$ cat config.mk
export PLATFORM = sky130hd
export DESIGN_NAME = asp_audio_port
export DESIGN_NICKNAME = d
export VERILOG_FILES = /design/src/asp_pkg.sv /design/src/asp_audio_port.sv
export VERILOG_INCLUDE_DIRS = /design/src
export SDC_FILE = /design/constraint.sdc
export NUM_CORES = 1
export LEC_CHECK = 0
export BUFFER_PORTS_ARGS = -buffer_cell sky130_fd_sc_hd__buf_2
export CORE_UTILIZATION = 30
export DETAILED_ROUTE_END_ITERATION = 10
export PLACE_DENSITY = 0.55
export SETUP_SLACK_MARGIN = 0.2
export SYNTH_ARGS = -nofsm -noshare
export SYNTH_HDL_FRONTEND = slang
export SYNTH_SLANG_ARGS = --single-unit
$ cat constraint.sdc
create_clock -name clk -period 11.4 [get_ports clk]
set_input_delay 1.14 -clock clk [delete_from_list [all_inputs] [get_ports clk]]
set_output_delay 1.14 -clock clk [all_outputs]
set_load 0.01 [all_outputs]
$ cat src/asp_cfg.svh
// Purpose: Constants for the serial audio port section.
// Assumes: Registers are eight bits wide on a plain strobe port.
// Notes: Field macros expand to part-select ranges or single bit indices.
`ifndef ASP_CFG_SVH
`define ASP_CFG_SVH
`define ASP_REG_CTL1 8'h01
`define ASP_REG_CTL2 8'h02
`define ASP_REG_CTL3 8'h03
`define ASP_REG_STAT 8'h08
`define ASP_CTL1_RST 8'h00
`define ASP_CTL2_RST 8'h00
`define ASP_CTL3_RST 8'h00
`define ASP_F_MODE 2:0
`define ASP_F_BYP 3
`define ASP_F_DEPTH 1:0
`define ASP_F_DDS 2
`define ASP_F_DEMPH 4:3
`define ASP_F_INFMT 2:0
`define ASP_F_OUTFMT 5:4
`define ASP_F_WLEN 7:6
`define ASP_OUTFMT_LJ 2'h0
`define ASP_OUTFMT_I2S 2'h1
`define ASP_OUTFMT_TDM 2'h2
`define ASP_OUTFMT_RJ 2'h3
`define ASP_TDM_PULSE 10'h020
`define ASP_DEPTH_MAX 7'h40
`define ASP_LJ_BITS 7'h18
`define ASP_I2S_BITS 7'h19
`define ASP_SYNC_W 23
`endif

$ cat src/asp_pkg.sv
// Purpose: Types for the serial audio port section.
// Assumes: Constants live in asp_cfg.svh.
// Notes: Master role is decoded from the port mode code.
package asp_pkg;
   // Which serial port, if any, generates its own clocks
   typedef enum logic [1:0] {ASP_ALL_SLAVE, ASP_IN_MASTER, ASP_OUT_MASTER}
      asp_role_type;
endpackage : asp_pkg

$ cat src/asp_audio_port.sv
// Purpose: Input and output serial audio ports of one converter section.
// Assumes: 250 MHz clk oversamples all serial clocks and pins.
// Notes: Resampling core sits outside on the core_* ports.
//
// Local design decisions: the plain strobed port and the placing of the registers.
`timescale 1ns/100ps
`default_nettype none
`include "asp_cfg.svh"
// How it works
// - Master input bit clock fixed 64 fs
// - Input word clock at fs, 50% duty
// - Three-bit input format code selects framing
// - Input format resets to 24-bit left-justified
// - Output words dithered down from 28 bits
// - Master output bit clock 64 fs or ref
// - Output word clock 50% or 32-bit pulse
// - Two-bit output format code selects framing
// - Two-bit word length code selects width
// - Output resets left-justified, 24 bits
// - Passthrough pin or bit routes input out
// - Passthrough disables dither and de-emphasis
// - Depth code picks 64, 32, 16, 8
// - Depth selection resets to 64 samples
// - Downsample bit picks filter or direct
// - De-emphasis code picks input sample rate
// - De-emphasis resets to disabled
// - Mode code picks master port and ratio
// - Input words two's complement, MSB first
module asp_audio_port
(
   input wire logic clk,
   input wire logic rst,
   input wire logic [7:0] reg_addr,
   input wire logic [7:0] reg_wdata,
   input wire logic reg_wr,
   input wire logic reg_rd,
   output logic [7:0] reg_rdata,
   input wire logic sw_mode_pin,
   input wire logic [2:0] port_mode_pin,
   input wire logic [2:0] in_format_sel,
   input wire logic [1:0] out_format_sel,
   input wire logic [1:0] out_word_length_sel,
   input wire logic passthru_pin,
   input wire logic [1:0] buffer_depth_sel,
   input wire logic direct_downsample_sel,
   input wire logic [1:0] deemphasis_sel,
   input wire logic section_ref_clock,
   input wire logic in_bit_clock_i,
   output logic in_bit_clock_o,
   output logic in_bit_clock_oe_n,
   input wire logic in_word_clock_i,
   output logic in_word_clock_o,
   output logic in_word_clock_oe_n,
   input wire logic in_serial_data,
   input wire logic out_bit_clock_i,
   output logic out_bit_clock_o,
   output logic out_bit_clock_oe_n,
   input wire logic out_word_clock_i,
   output logic out_word_clock_o,
   output logic out_word_clock_oe_n,
   output logic out_serial_data,
   output logic [27:0] core_in_left,
   output logic [27:0] core_in_right,
   output logic core_in_valid,
   input wire logic [27:0] core_out_left,
   input wire logic [27:0] core_out_right,
   output logic core_out_take,
   output logic [6:0] cfg_buffer_depth,
   output logic cfg_direct_downsample,
   output logic [1:0] cfg_deemphasis,
   output logic bypass_active
);
   // Right-justified input width from format code
   function automatic logic [6:0] rj_bits(input logic [2:0] f);
      unique case (f[1:0])
         2'h0: rj_bits = 7'h10;
         2'h1: rj_bits = 7'h12;
         2'h2: rj_bits = 7'h14;
         2'h3: rj_bits = 7'h18;
      endcase
   endfunction : rj_bits

   // Output width from word length code
   function automatic logic [6:0] ow_bits(input logic [1:0] c);
      unique case (c)
         2'h0: ow_bits = 7'h18;
         2'h1: ow_bits = 7'h14;
         2'h2: ow_bits = 7'h12;
         2'h3: ow_bits = 7'h10;
      endcase
   endfunction : ow_bits

   // Master role decode from port mode code
   function automatic asp_pkg::asp_role_type role(input logic [2:0] m);
      if (m[1:0] == 2'h0)
         role = asp_pkg::ASP_ALL_SLAVE;
      else if (m[2])
         role = asp_pkg::ASP_IN_MASTER;
      else
         role = asp_pkg::ASP_OUT_MASTER;
   endfunction : role

   // Recover a 24-bit MSB-aligned word from the shifted half frame
   function automatic logic [23:0] in_word(input logic [2:0] f,
      input logic [31:0] s, input logic [6:0] n);
      logic [6:0] need;
      logic [31:0] t;
      need = (f[0] && !f[1]) ? `ASP_I2S_BITS : `ASP_LJ_BITS;
      if (f[2])
         t = s << (`ASP_LJ_BITS - rj_bits(f));
      else if (n >= need)
         t = s >> (n - need);
      else
         t = s << (need - n);
      in_word = t[23:0];
   endfunction : in_word

   // Reduce to w bits with optional triangular dither, saturating
   function automatic logic [23:0] dither(input logic [27:0] x,
      input logic [6:0] w, input logic [15:0] rnd, input logic byp);
      logic signed [29:0] acc;
      logic signed [9:0] tpdf;
      acc = $signed({x[27], x[27], x});
      tpdf = $signed({2'h0, rnd[7:0]}) + $signed({2'h0, rnd[15:8]})
         - 10'sd255;
      if (!byp)
         acc = acc + ((30'(tpdf) <<< (7'h1c - w)) >>> 8);
      if (acc > 30'sh07ffffff)
         acc = 30'sh07ffffff;
      else if (acc < -30'sh08000000)
         acc = -30'sh08000000;
      dither = acc[27:4] & ~(24'hffffff >> w[4:0]);
   endfunction : dither

   // Two-flop synchroniser for every pin from outside the clk domain
   logic [`ASP_SYNC_W-1:0] meta_r;
   logic [`ASP_SYNC_W-1:0] sync_r;
   always_ff @(posedge clk)
   begin
      meta_r <= {in_bit_clock_i, in_word_clock_i, in_serial_data,
         out_bit_clock_i, out_word_clock_i, section_ref_clock,
         sw_mode_pin, port_mode_pin, in_format_sel, out_format_sel,
         out_word_length_sel, passthru_pin, buffer_depth_sel,
         direct_downsample_sel, deemphasis_sel};
      sync_r <= meta_r;
   end
   logic s_ib, s_il, s_sd, s_ob, s_ol, s_ref, s_sw, s_byp, s_dds;
   logic [2:0] s_mode, s_infmt;
   logic [1:0] s_outfmt, s_wlen, s_dep, s_demph;
   assign {s_ib, s_il, s_sd, s_ob, s_ol, s_ref, s_sw, s_mode, s_infmt,
      s_outfmt, s_wlen, s_byp, s_dep, s_dds, s_demph} = sync_r;

   // Software control registers
   logic [7:0] ctl1_r, ctl2_r, ctl3_r;
   always_ff @(posedge clk)
   begin
      if (rst)
      begin
         ctl1_r <= `ASP_CTL1_RST;
         ctl2_r <= `ASP_CTL2_RST;
         ctl3_r <= `ASP_CTL3_RST;
      end
      else if (reg_wr)
      begin
         if (reg_addr == `ASP_REG_CTL1)
            ctl1_r <= reg_wdata & 8'h0f;
         if (reg_addr == `ASP_REG_CTL2)
            ctl2_r <= reg_wdata & 8'h1f;
         if (reg_addr == `ASP_REG_CTL3)
            ctl3_r <= reg_wdata & 8'hf7;
      end
   end

   // Effective settings: registers in software mode, pins otherwise; the passthrough pin acts in both modes
   logic [2:0] mode, in_fmt;
   logic [1:0] out_fmt, wlen;
   logic [6:0] ow;
   logic in_master, out_master, tdm;
   asp_pkg::asp_role_type role_now;
   assign mode = s_sw ? ctl1_r[`ASP_F_MODE] : s_mode;
   assign in_fmt = s_sw ? ctl3_r[`ASP_F_INFMT] : s_infmt;
   assign out_fmt = s_sw ? ctl3_r[`ASP_F_OUTFMT] : s_outfmt;
   assign wlen = s_sw ? ctl3_r[`ASP_F_WLEN] : s_wlen;
   assign ow = ow_bits(wlen);
   assign role_now = role(mode);
   assign in_master = role_now == asp_pkg::ASP_IN_MASTER;
   assign out_master = role_now == asp_pkg::ASP_OUT_MASTER;
   assign tdm = out_fmt == `ASP_OUTFMT_TDM;
   assign bypass_active = s_byp | (s_sw & ctl1_r[`ASP_F_BYP]);
   assign cfg_buffer_depth = `ASP_DEPTH_MAX >>
      (s_sw ? ctl2_r[`ASP_F_DEPTH] : s_dep);
   assign cfg_direct_downsample = s_sw ? ctl2_r[`ASP_F_DDS] : s_dds;
   assign cfg_deemphasis = bypass_active ? 2'h0
      : (s_sw ? ctl2_r[`ASP_F_DEMPH] : s_demph);

   // Register read port, data one cycle after the strobe
   always_ff @(posedge clk)
   begin
      if (rst)
         reg_rdata <= 8'h00;
      else if (reg_rd)
         unique case (reg_addr)
            `ASP_REG_CTL1: reg_rdata <= ctl1_r;
            `ASP_REG_CTL2: reg_rdata <= ctl2_r;
            `ASP_REG_CTL3: reg_rdata <= ctl3_r;
            `ASP_REG_STAT: reg_rdata <= {4'h0, s_sw, bypass_active,
               out_master, in_master};
            default: reg_rdata <= 8'h00;
         endcase
      else
         reg_rdata <= 8'h00;
   end

   // Master clock generator from the reference clock
   logic ref_q, ref_rise, ref_fall, gbclk_r, tpulse_r;
   logic [2:0] div_r, half;
   logic [5:0] gbit_r;
   logic [9:0] tcnt_r, tlen;
   assign ref_rise = s_ref & ~ref_q;
   assign ref_fall = ~s_ref & ref_q;
   assign half = (mode[1:0] == 2'h1) ? 3'h1
      : (mode[1:0] == 2'h2) ? 3'h4 : 3'h2;
   assign tlen = {half, 7'h00};
   always_ff @(posedge clk)
   begin
      if (rst)
      begin
         ref_q <= 1'b0;
         div_r <= 3'h0;
         gbclk_r <= 1'b0;
         gbit_r <= 6'h00;
      end
      else
      begin
         ref_q <= s_ref;
         // Half bit period of ratio/128 reference cycles gives 64 fs
         if (ref_rise && div_r >= half - 3'h1)
         begin
            div_r <= 3'h0;
            gbclk_r <= ~gbclk_r;
            if (gbclk_r)
               gbit_r <= gbit_r + 6'h01;
         end
         else if (ref_rise)
            div_r <= div_r + 3'h1;
      end
   end

   // TDM frame: ratio bit clocks long, pulse 32 bit clocks high
   always_ff @(posedge clk)
   begin
      if (rst)
      begin
         tcnt_r <= 10'h000;
         tpulse_r <= 1'b0;
      end
      else if (ref_fall)
      begin
         tcnt_r <= (tcnt_r >= tlen - 10'h001) ? 10'h000
            : tcnt_r + 10'h001;
         tpulse_r <= (tcnt_r >= tlen - 10'h001)
            || (tcnt_r < `ASP_TDM_PULSE - 10'h001);
      end
   end

   // Pin drive: enables low only on the master port
   assign in_bit_clock_o = gbclk_r;
   assign in_word_clock_o = gbit_r[5];
   assign in_bit_clock_oe_n = ~in_master;
   assign in_word_clock_oe_n = ~in_master;
   assign out_bit_clock_o = tdm ? s_ref : gbclk_r;
   assign out_word_clock_o = tdm ? tpulse_r : gbit_r[5];
   assign out_bit_clock_oe_n = ~out_master;
   assign out_word_clock_oe_n = ~out_master;

   // Input port deserialiser on bit clock rising edges
   logic ib, il, ib_q, ilr_r, ib_rise, in_left;
   logic [31:0] ish_r;
   logic [6:0] icnt_r;
   logic [23:0] iw, il_w_r, ir_w_r;
   assign ib = in_master ? gbclk_r : s_ib;
   assign il = in_master ? gbit_r[5] : s_il;
   assign ib_rise = ib & ~ib_q;
   assign iw = in_word(in_fmt, ish_r, icnt_r);
   assign in_left = (in_fmt[0] && !in_fmt[1] && !in_fmt[2]) ? ~ilr_r : ilr_r;
   always_ff @(posedge clk)
   begin
      if (rst)
      begin
         ib_q <= 1'b0;
         ilr_r <= 1'b0;
         ish_r <= 32'h0;
         icnt_r <= 7'h00;
         il_w_r <= 24'h0;
         ir_w_r <= 24'h0;
         core_in_valid <= 1'b0;
      end
      else
      begin
         ib_q <= ib;
         core_in_valid <= 1'b0;
         if (ib_rise && il != ilr_r)
         begin
            // Word clock edge closes the half just received
            ilr_r <= il;
            ish_r <= {31'h0, s_sd};
            icnt_r <= 7'h01;
            if (in_left)
               il_w_r <= iw;
            else
            begin
               ir_w_r <= iw;
               core_in_valid <= 1'b1;
            end
         end
         else if (ib_rise)
         begin
            ish_r <= {ish_r[30:0], s_sd};
            icnt_r <= (icnt_r == 7'h7f) ? icnt_r : icnt_r + 7'h01;
         end
      end
   end
   assign core_in_left = {il_w_r, 4'h0};
   assign core_in_right = {ir_w_r, 4'h0};

   // Output serialiser: data changes on bit clock falling edges
   logic ob, ol, ob_q, olr_r, ob_fall, chg, left_lvl, new_frame, obit;
   logic [6:0] ocnt_r, olen_r, idx_nxt, off;
   logic [15:0] lfsr_r;
   logic [23:0] otl_r, otr_r, dl, dr, wsel;
   logic signed [7:0] pos;
   assign ob = out_master ? (tdm ? s_ref : gbclk_r) : s_ob;
   assign ol = out_master ? (tdm ? tpulse_r : gbit_r[5]) : s_ol;
   assign ob_fall = ~ob & ob_q;
   assign chg = ol != olr_r;
   assign left_lvl = out_fmt != `ASP_OUTFMT_I2S;
   assign new_frame = ob_fall && chg && ol == left_lvl;
   // In TDM only the pulse rise restarts the count, so the right slot follows
   assign idx_nxt = (chg && !(tdm && ol != left_lvl)) ? 7'h00
      : (ocnt_r == 7'h7f ? ocnt_r : ocnt_r + 7'h01);
   assign dl = dither(bypass_active ? {il_w_r, 4'h0} : core_out_left, ow,
      lfsr_r, bypass_active);
   assign dr = dither(bypass_active ? {ir_w_r, 4'h0} : core_out_right, ow,
      ~lfsr_r, bypass_active);
   always_comb
   begin
      off = 7'h00;
      wsel = (ol == left_lvl) ? (chg ? dl : otl_r) : otr_r;
      if (out_fmt == `ASP_OUTFMT_I2S)
         off = 7'h01;
      else if (out_fmt == `ASP_OUTFMT_RJ)
         off = olen_r - ow;
      else if (tdm && idx_nxt[5])
      begin
         off = 7'h20;
         wsel = otr_r;
      end
      else if (tdm)
         wsel = chg ? dl : otl_r;
      pos = $signed({1'b0, idx_nxt}) - $signed({1'b0, off});
      obit = 1'b0;
      if (pos >= 8'sd0 && pos < $signed({1'b0, ow}) && !(tdm && idx_nxt[6]))
         obit = wsel[5'h17 - pos[4:0]];
   end
   always_ff @(posedge clk)
   begin
      if (rst)
      begin
         ob_q <= 1'b0;
         olr_r <= 1'b0;
         ocnt_r <= 7'h00;
         olen_r <= 7'h40;
         otl_r <= 24'h0;
         otr_r <= 24'h0;
         out_serial_data <= 1'b0;
         core_out_take <= 1'b0;
         lfsr_r <= 16'hace1;
      end
      else
      begin
         ob_q <= ob;
         lfsr_r <= {lfsr_r[14:0],
            lfsr_r[15] ^ lfsr_r[13] ^ lfsr_r[12] ^ lfsr_r[10]};
         core_out_take <= new_frame;
         if (ob_fall)
         begin
            ocnt_r <= idx_nxt;
            out_serial_data <= obit;
            olr_r <= ol;
            if (chg)
               olen_r <= ocnt_r + 7'h01;
         end
         if (new_frame)
         begin
            // Whole stereo pair latched at the start of the left slot
            otl_r <= dl;
            otr_r <= dr;
         end
      end
   end

   // Checks on the behaviour above
   property p_in_drive;
      @(posedge clk) disable iff (rst)
      in_master |-> !in_bit_clock_oe_n && !in_word_clock_oe_n;
   endproperty
   a_in_drive: assert property (p_in_drive)
      else $error("input port master but pins not driven");
   property p_in_release;
      @(posedge clk) disable iff (rst)
      !in_master |-> in_bit_clock_oe_n && in_word_clock_oe_n;
   endproperty
   a_in_release: assert property (p_in_release)
      else $error("input port slave but pins driven");
   property p_one_master;
      @(posedge clk) disable iff (rst) !(in_master && out_master);
   endproperty
   a_one_master: assert property (p_one_master)
      else $error("both ports master");
   property p_word_half;
      @(posedge clk) disable iff (rst)
      $changed(gbit_r[5]) |-> gbit_r[4:0] == 5'h00 && $past(gbclk_r);
   endproperty
   a_word_half: assert property (p_word_half)
      else $error("master word clock not at 32 bit boundary");
   property p_tdm_pulse;
      @(posedge clk) disable iff (rst)
      $fell(tpulse_r) |-> tcnt_r == `ASP_TDM_PULSE;
   endproperty
   a_tdm_pulse: assert property (p_tdm_pulse)
      else $error("TDM pulse not 32 bit clocks wide");
   property p_byp_dem;
      @(posedge clk) disable iff (rst)
      bypass_active |-> cfg_deemphasis == 2'h0;
   endproperty
   a_byp_dem: assert property (p_byp_dem)
      else $error("de-emphasis active in passthrough");
   property p_reset_dflt;
      @(posedge clk) disable iff (rst)
      $past(rst) |-> ctl3_r == 8'h00 && ctl2_r == 8'h00;
   endproperty
   a_reset_dflt: assert property (p_reset_dflt)
      else $error("format, depth or de-emphasis default wrong");
   property p_depth;
      @(posedge clk) disable iff (rst)
      s_sw |-> cfg_buffer_depth == (7'h40 >> ctl2_r[1:0]);
   endproperty
   a_depth: assert property (p_depth)
      else $error("buffer depth does not follow code");
   c_in_pair: cover property (@(posedge clk) core_in_valid);
   c_bypass: cover property (@(posedge clk) bypass_active && core_out_take);
   c_tdm: cover property (@(posedge clk) out_master && tdm && $rose(tpulse_r));
endmodule : asp_audio_port
`default_nettype wire

==> results.md, run 1 <==
| Result | Value | Unit |
| --- | --- | --- |
| Setup ws final | 4330 | ps |
| Core area | 0.0675 | mm² |
| Yosys cell types | 93 | - |
| Crit. End Element | flop | - |
| Post-DP HPWL | 57.9 | mm |
| FF+latch area | 0.00529 | mm² |
| Total length of routed wires | 74.6 | mm |
| PwrDens | 133 | mW/mm² |
| Final-report hold violation count | 0 | - |
| Largest cells by area after synthesis | sky130_fd_sc_hd__dfxtp_1, sky130_fd_sc_hd__nand2_1, sky130_fd_sc_hd__ha_1 | - |
| Via-per-instance ratio | 5.50 | - |
| Largest clock skew in the final design | 13.0 | ps |
| Floorplan die height | 264 | µm |
| Fraction of registers with async set or reset after synthesis | 0 | - |
| Grt ovf | 0 | - |
| Number of nets in the final layout | 3055 | - |
| Synth-to-Final Area Change | 12.3 | % |
| Count of input and output buffers | 173 | - |
| PostCTS Resize Cnt | 0 | - |
| Hold Path Class | flop to flop | - |
| Most frequent cell after synthesis | sky130_fd_sc_hd__nand2_1 | - |
| Least-Margin Pin Slew | 1220 | ps |
| Post-CTS setup buffer count | 0 | - |
| Number of buffers between clock root and the deepest sink | 3 | - |
| Highest attainable clock frequency | 0.141 | GHz |
| Commonest cells in the synthesized netlist | sky130_fd_sc_hd__nand2_1, sky130_fd_sc_hd__nor2_1, sky130_fd_sc_hd__dfxtp_1, sky130_fd_sc_hd__a21oi_1, sky130_fd_sc_hd__clkbuf_1 | - |
| Vias after detailed routing | 20600 | - |
| Share of Yosys cell area claimed by the top area cell type | 0.257 | - |
| Initial antenna violation count | 1 | - |
| Worst-case headroom to the max-slew limit | 0.184 | - |
| Count of mapped cells out of synthesis | 2789 | - |
| Standard cell area after detailed placement | 0.0221 | mm² |
| CTS buffer count | 31 | - |
| Hold-fix buffers at CTS | 0 | - |
| Clk pin slew, worst setup/hold paths | 60 | ps |
| Number of enable-type register cells in the synthesized netlist | 0 | - |
| Crit-path cells | buf_4 -> mux2i_1 -> ha_1 -> buf_4 -> inv_1 -> nor2_1 -> buf_4 -> nor2_1 -> and3_1 -> a31oi_1 -> nor2_1 -> a31oi_1 -> o21bai_1 -> ha_1 -> a21o_1 -> a21oi_1 -> o211ai_1 -> a21oi_1 -> a211oi_1 -> o211ai_1 -> o21ai_0 -> o31ai_2 -> nand2_1 -> a311oi_1 | - |
| Required time of the critical path | 11890 | ps |
| Count of state elements after synthesis | 264 | - |
| Post-Synthesis Mean Instance Area | 7.37 | µm² |
| Commonest register cell after synthesis | sky130_fd_sc_hd__dfxtp_1 | - |
| Leading area contributor after synthesis | sky130_fd_sc_hd__dfxtp_1 | - |
| Via count of the first global-routing pass | 18900 | - |
| Horizontal die dimension | 264 | µm |
| Total power | 0.00307 | W |
| Final weighted congestion in routability-driven placement | 0.939 | - |
| Signal arrival time at the worst endpoint | 7560 | ps |
| Starting utilization of the core area | 0.304 | - |
| Number of pins with negative max-slew slack in the final report | 0 | - |
| Number of nets with antenna violations after detailed routing | 0 | - |
| Standard cell with the maximum stage delay on the critical path | sky130_fd_sc_hd__o31ai_2 | - |
| Area enclosed by the die boundary | 0.0696 | mm² |
| Largest net degree at the start of global routing | 73 | - |
| Multiplexer share of the synthesized area | 0.0844 | - |
| Number of max-cap violations | 0 | - |
| CTS Root Buffer Type | sky130_fd_sc_hd__clkbuf_16 | - |
| Combined global-route utilization of all metal layers | 0.206 | - |
| Area of the mapped netlist | 0.0206 | mm² |
| Number of core rows | 95 | - |
| Peak supply drop | 0.133 | mV |
| Fraction of final layout cells with drive strength greater than 1 | 0.124 | - |
| Clock network latency to the later pin of the worst-skew pair | 590 | ps |
| Multi-input combinational cell area | 0.0142 | mm² |
| Result of the run | finished, final reports clean | - |
| I/O pin count | 185 | - |
| Placed Cells incl. Taps | 3684 | - |
| Simple-gate area share of the yosys netlist | 0.235 | - |
| Number of fill cells | 7278 | - |
| CTS tree | yes | - |
| Clk sink count | 264 | - |
| Type of the setup path with the least slack | flop to flop | - |
| Setup Viol. Count Final | 0 | - |
| Post-synthesis compound-gate area fraction | 0.253 | - |
| Final worst-path cycle share | 0.620 | - |
| Post-layout min period | 7070 | ps |
| Sum of negative setup slack | 0 | ps |
| Longest individual stage delay on the worst path | 610 | ps |
| Post-route design area | 0.0231 | mm² |
| Wire length of the first global-routing pass | 113 | mm |
| Dominant combinational cell family by area after synthesis | compound AO/OA/AOI/OAI gates | - |
| Synthesized-area fraction occupied by adder cells | 0.0704 | - |
| Worst Setup Start Kind | flop | - |
| Count of antenna diodes in the layout | 0 | - |
| Post-Layout Cell Count | 3737 | - |
| Sequential cell area fraction in the yosys report | 0.257 | - |
| H-tree lvl count | 1 | - |
| Detailed-routing iteration count for the pre-antenna-repair pass | 5 | - |
| Worst setup slack before clock tree synthesis | 4460 | ps |
| YS warnings | 0 | - |
| Leakage | 9.22 | nW |
| Xor and xnor area share after synthesis | 0.0435 | - |
| Post-detailed-route wirelength per cell | 20.0 | µm |
| Number of violations reported at the end of detailed-routing iteration 0 | 1913 | - |
| Unrepaired setup endpoints after global routing | no | - |
| Critical Path Fanout Max | 41 | - |
| Drt drc | 0 | - |
==> worst max-delay path: cells and delay by family, from the launching register on <==
kind	cells	cell delay (ps)
AO/OA/AOI/OAI	12	3080
buffers and inverters	4	1450
AND/OR/NAND/NOR	5	1070
multiplexers	1	530
adder cells (fa/ha/maj)	2	490
flip-flops	1	310
==> power breakdown <==
part / total (W) / switching (W) / internal (W)
registers: 0.00100 / 0.0000423 / 0.000958
clock network: 0.00102 / 0.000410 / 0.000610
logic: 0.00105 / 0.000673 / 0.000378
total: 0.00307 / 0.00113 / 0.00195
==> routing by layer <==
metal / wire length (µm) / GRT usage
met1: 34000 / 0.288
met2: 33500 / 0.332
met3: 5560 / 0.0309
met4: 1560 / 0.0453
met5: 13 / 0
==> kinds of logic after synthesis <==
logic type | after synthesis
AO/OA/AOI/OAI | 789
other | 1
AND/OR/NAND/NOR | 1094
multiplexers | 147
flip-flops | 264
buffers and inverters | 280
adder cells (fa/ha/maj) | 112
XOR/XNOR | 102
==> flip-flops by register name, indices dropped and copies added (netlist names), 3 cells and up <==
name	cells
ctl1_r	4
ctl2_r	5
ctl3_r	7
div_r	3
gbit_r	6
icnt_r	7
il_w_r	24
ir_w_r	24
ish_r	32
lfsr_r	16
meta_r	23
ocnt_r	7
olen_r	7
otl_r	24
otr_r	24
reg_rdata	8
sync_r	23
tcnt_r	10
==> stage by stage <==
step / hold slack (ps) / utilization
floorplan: 310 / -
global placement: 311 / 0.327
detailed placement: 313 / 0.327
CTS: 320 / 0.342
global route: 325 / 0.342
finish: 320 / 0.342
==> path summary, 6_finish.rpt <==
check,depth (start not counted),to,from,slack (ps)
max,24,otr_r[10]$_SDFFE_PP0P_,sync_r[16]$_DFF_P_,4330
min,0,sync_r[10]$_DFF_P_,meta_r[10]$_DFF_P_,320
max reg2reg,24,otr_r[10]$_SDFFE_PP0P_,sync_r[16]$_DFF_P_,4330
min reg2reg,0,sync_r[10]$_DFF_P_,meta_r[10]$_DFF_P_,320
==> cells in the final DEF, fill, tap and decap left out, types with 28 or more instances in the layout <==
cell type and instances:
sky130_fd_sc_hd__clkbuf_16 31, sky130_fd_sc_hd__buf_4 41, sky130_fd_sc_hd__a211oi_1 113, sky130_fd_sc_hd__nor2b_1 36
sky130_fd_sc_hd__nand2b_1 28, sky130_fd_sc_hd__xor2_1 49, sky130_fd_sc_hd__mux2i_1 107, sky130_fd_sc_hd__inv_1 76
sky130_fd_sc_hd__a21oi_1 228, sky130_fd_sc_hd__xnor2_1 51, sky130_fd_sc_hd__nor2_1 322, sky130_fd_sc_hd__nand3_1 73
sky130_fd_sc_hd__nand2_1 425, sky130_fd_sc_hd__a21o_1 37, sky130_fd_sc_hd__and2_1 30, sky130_fd_sc_hd__nor3_1 70
sky130_fd_sc_hd__o21ai_0 130, sky130_fd_sc_hd__dfxtp_1 264, sky130_fd_sc_hd__o22ai_1 33, sky130_fd_sc_hd__buf_2 172
sky130_fd_sc_hd__ha_1 105
==> cell type report <==
| cell class | count | share of cell area |
|---|---|---|
| Timing Repair Buffer | 213 | 0.0506 |
| Sequential cell | 264 | 0.229 |
| Clock buffer | 40 | 0.0368 |
| Inverter | 79 | 0.0128 |
| Multi-Input combinational cell | 2255 | 0.616 |
| Tap cell | 873 | 0.0473 |
| Clock inverter | 13 | 0.00759 |
Note: power is estimated with default switching activity, not from simulation.
==> run 2: changes to the inputs <==
- ABC_AREA: unset -> 1
- clock period: 11.4 -> 7.15 ns (I/O delays scaled with it)
==> results.md, run 2 <==
| Result | Value | Unit | Delta |
| --- | --- | --- | --- |
| Floorplan die height | 266 | µm | +1.0% |
| CTS Root Buffer Type | sky130_fd_sc_hd__clkbuf_16 | - |  |
| PwrDens | 227 | mW/mm² | +70% |
| Area of the mapped netlist | 0.0210 | mm² | +2.1% |
| Initial antenna violation count | 3 | - | +2 |
| Clk sink count | 264 | - | unchanged |
| Global Route met1 Usage | 0.305 | - | +0.0161 |
| Met2 usage in global routing | 0.341 | - | +0.00905 |
| Via-per-instance ratio | 4.96 | - | -9.9% |
| Fraction of registers with async set or reset after synthesis | 0 | - | unchanged |
| Vias after detailed routing | 22700 | - | +10% |
| Signal arrival time at the worst endpoint | 6900 | ps | -660 ps |
| Peak supply drop | 0.147 | mV | +11% |
| Required time of the critical path | 7620 | ps | -4270 ps |
| CTS tree | yes | - |  |
| Share of Yosys cell area claimed by the top area cell type | 0.252 | - | -0.00520 |
| Final worst-path cycle share | 0.899 | - | +0.279 |
| Drt drc | 0 | - | unchanged |
| Combined global-route utilization of all metal layers | 0.218 | - | +0.0117 |
| Commonest register cell after synthesis | sky130_fd_sc_hd__dfxtp_1 | - |  |
| Gr busiest metal | met2 | - |  |
| Xor and xnor area share after synthesis | 0.0184 | - | -0.0250 |
| Via count of the first global-routing pass | 20800 | - | +10% |
| Final-report hold violation count | 0 | - | unchanged |
| Result of the run | finished, final reports clean | - |  |
| Worst-case headroom to the max-slew limit | 0.361 | - | +0.177 |
| I/O pin count | 185 | - | unchanged |
| Most common library cell in the layout ignoring fill and taps | sky130_fd_sc_hd__nand2_1 | - |  |
| Clk pin slew, worst setup/hold paths | 60 | ps | about the same |
| Type of the setup path with the least slack | flop to flop | - |  |
| Most frequent cells in the layout | sky130_fd_sc_hd__nand2_1, sky130_fd_sc_hd__inv_1, sky130_fd_sc_hd__o21ai_0, sky130_fd_sc_hd__nor2_1, sky130_fd_sc_hd__a21oi_1 | - |  |
| H-tree lvl count | 2 | - | +1 |
| Total length of routed wires | 78.2 | mm | +4.9% |
| Number of fill cells | 7829 | - | +7.6% |
| Sum of negative setup slack | 0 | ps | unchanged |
| YS warnings | 0 | - | unchanged |
| GR Layer Usage met3 | 0.0375 | - | +0.00660 |
| Post-route design area | 0.0238 | mm² | +3.0% |
| CTS buffer count | 34 | - | +9.7% |
| Count of mapped cells out of synthesis | 3538 | - | +27% |
| Largest cells by area after synthesis | sky130_fd_sc_hd__dfxtp_1, sky130_fd_sc_hd__nand2_1, sky130_fd_sc_hd__o21ai_0 | - |  |
| Number of buffers between clock root and the deepest sink | 3 | - | unchanged |
| Most frequent cell after synthesis | sky130_fd_sc_hd__nand2_1 | - |  |
| Setup Viol. Count Final | 0 | - | unchanged |
| Horizontal die dimension | 266 | µm | +1.0% |
| Leakage | 11.6 | nW | +25% |
| Largest clock skew in the final design | 21.8 | ps | +8.86 ps |
| Least-Margin Pin Slew | 958 | ps | -257 ps |
| Commonest cells in the synthesized netlist | sky130_fd_sc_hd__nand2_1, sky130_fd_sc_hd__inv_1, sky130_fd_sc_hd__o21ai_0, sky130_fd_sc_hd__nor2_1, sky130_fd_sc_hd__a21oi_1 | - |  |
| Final weighted congestion in routability-driven placement | 0.967 | - | +3.0% |
| Number of nets with antenna violations after detailed routing | 0 | - | unchanged |
| Most common cell on crit path | sky130_fd_sc_hd__nand2_1 | - |  |
| Critical Path Fanout Max | 21 | - | -49% |
| Max FFs per register | 32 | - | unchanged |
| Post-Route Utilization | 0.345 | - | +0.00281 |
| Grt ovf | 0 | - | unchanged |
| Post-DP HPWL | 61.8 | mm | +6.9% |
| Detailed-routing iteration count for the pre-antenna-repair pass | 6 | - | +1 |
| Simple-gate area share of the yosys netlist | 0.302 | - | +0.0672 |
| Number of core rows | 96 | - | +1.1% |
| Longest individual stage delay on the worst path | 650 | ps | +40 ps |
| Hold Path Class | primary input to flop | - |  |
| Post-detailed-route wirelength per cell | 17.1 | µm | -14% |
| Fraction of final layout cells with drive strength greater than 1 | 0.0901 | - | -0.0335 |
| Count of input and output buffers | 173 | - | unchanged |
| Starting utilization of the core area | 0.304 | - | about the same |
| Standard cell with the maximum stage delay on the critical path | sky130_fd_sc_hd__o21ai_1 | - |  |
| Highest attainable clock frequency | 0.156 | GHz | +10% |
| Synthesized-area fraction occupied by adder cells | 0.0689 | - | -0.00142 |
| Number of nets in the final layout | 3829 | - | +25% |
| Hold slack | 251 | ps | -68.8 ps |
| Count of state elements after synthesis | 264 | - | unchanged |
| Post-CTS setup buffer count | 0 | - | unchanged |
| Worst Setup Start Kind | flop | - |  |
| Sequential cell area fraction in the yosys report | 0.252 | - | -0.00520 |
| Number of pins with negative max-slew slack in the final report | 0 | - | unchanged |
| Dominant combinational cell family by area after synthesis | simple AND/OR/NAND/NOR gates | - |  |
| Post-Synthesis Mean Instance Area | 5.93 | µm² | -20% |
| Most flops, register | ish_r | - |  |
| Wire length of the first global-routing pass | 120 | mm | +6.2% |
| Synth-to-Final Area Change | 13.3 | % |  |
| Clock network latency to the later pin of the worst-skew pair | 560 | ps | -30 ps |
| Post-synthesis compound-gate area fraction | 0.223 | - | -0.0306 |
| Unrepaired setup endpoints after global routing | no | - |  |
| Number of max-cap violations | 0 | - | unchanged |
| Hold-fix buffers at CTS | 0 | - | unchanged |
| Core area | 0.0689 | mm² | +2.1% |
| Yosys cell types | 61 | - | -34% |
| Largest net degree at the start of global routing | 72 | - | -1.4% |
| Total power | 0.00539 | W | +75% |
| Number of violations reported at the end of detailed-routing iteration 0 | 1917 | - | +0.21% |
| Standard cell area after detailed placement | 0.0225 | mm² | +2.2% |
| Post-layout min period | 6430 | ps | -644 ps |
| Area enclosed by the die boundary | 0.0710 | mm² | +2.0% |
| Crit. End Element | flop | - |  |
| Number of enable-type register cells in the synthesized netlist | 0 | - | unchanged |
| Multiplexer share of the synthesized area | 0.00537 | - | -0.0790 |
| PostCTS Resize Cnt | 0 | - | unchanged |
| Leading area contributor after synthesis | sky130_fd_sc_hd__dfxtp_1 | - |  |
run 2: path summary, 6_finish.rpt:
kind	startpoint	end	slack [ps]	cells after the start
setup / recovery	sync_r[16]$_DFF_P_	out_serial_data$_SDFFE_PP0P_	720	36
hold / removal	in_serial_data	meta_r[20]$_DFF_P_	250	1
setup reg to reg	sync_r[16]$_DFF_P_	out_serial_data$_SDFFE_PP0P_	720	36
hold reg to reg	meta_r[11]$_DFF_P_	sync_r[11]$_DFF_P_	320	0
run 2: routing by layer:
| layer | vias up | wire (µm) |
|---|---|---|
| met2 | 806 | 33800 |
| li1 | 11500 | - |
| met4 | 0 | 1920 |
| met5 | - | 0 |
| met3 | 106 | 6730 |
| met1 | 10200 | 35800 |
run 2: logic make-up (layout without fill, tap and decap cells):
logic type | count (synthesis) | count (layout)
XOR/XNOR | 42 | 42
multiplexers | 11 | 11
flip-flops | 264 | 264
AND/OR/NAND/NOR | 1554 | 1554
buffers and inverters | 693 | 787
AO/OA/AOI/OAI | 861 | 861
adder cells (fa/ha/maj) | 112 | 112
other | 1 | 14
run 2: where the power goes:
part	internal, W	switching, W	leakage (nW)	total (W)
clock network	0.00112	0.000724	0.585	0.00184
logic	0.000607	0.00135	8.82	0.00196
registers	0.00153	0.0000531	2.16	0.00159
run 2: metrics by stage:
stage	worst slack (ps)	instances
floorplan	1930	3548
global placement	1040	4513
detailed placement	924	4513
CTS	887	4573
global route	247	4575
finish	723	4576
run 2: cell type report:
class | instances | area [µm²] | share of cell area
Antenna cell | 3 | 7.51 | 0.000316
Clock buffer | 44 | 938 | 0.0395
Clock inverter | 16 | 267 | 0.0112
Inverter | 524 | 1970 | 0.0829
Multi-Input combinational cell | 2591 | 13000 | 0.548
Sequential cell | 264 | 5290 | 0.222
Tap cell | 931 | 1160 | 0.0490
Timing Repair Buffer | 203 | 1100 | 0.0464
run 2: critical path, delay by kind of cell, from the launching register on:
family          cells  cell delay [ps]
flops               1              360
simple gates       25             3280
fa+ha+maj           2              610
compound gates      5             1390
buf+inv             4              660
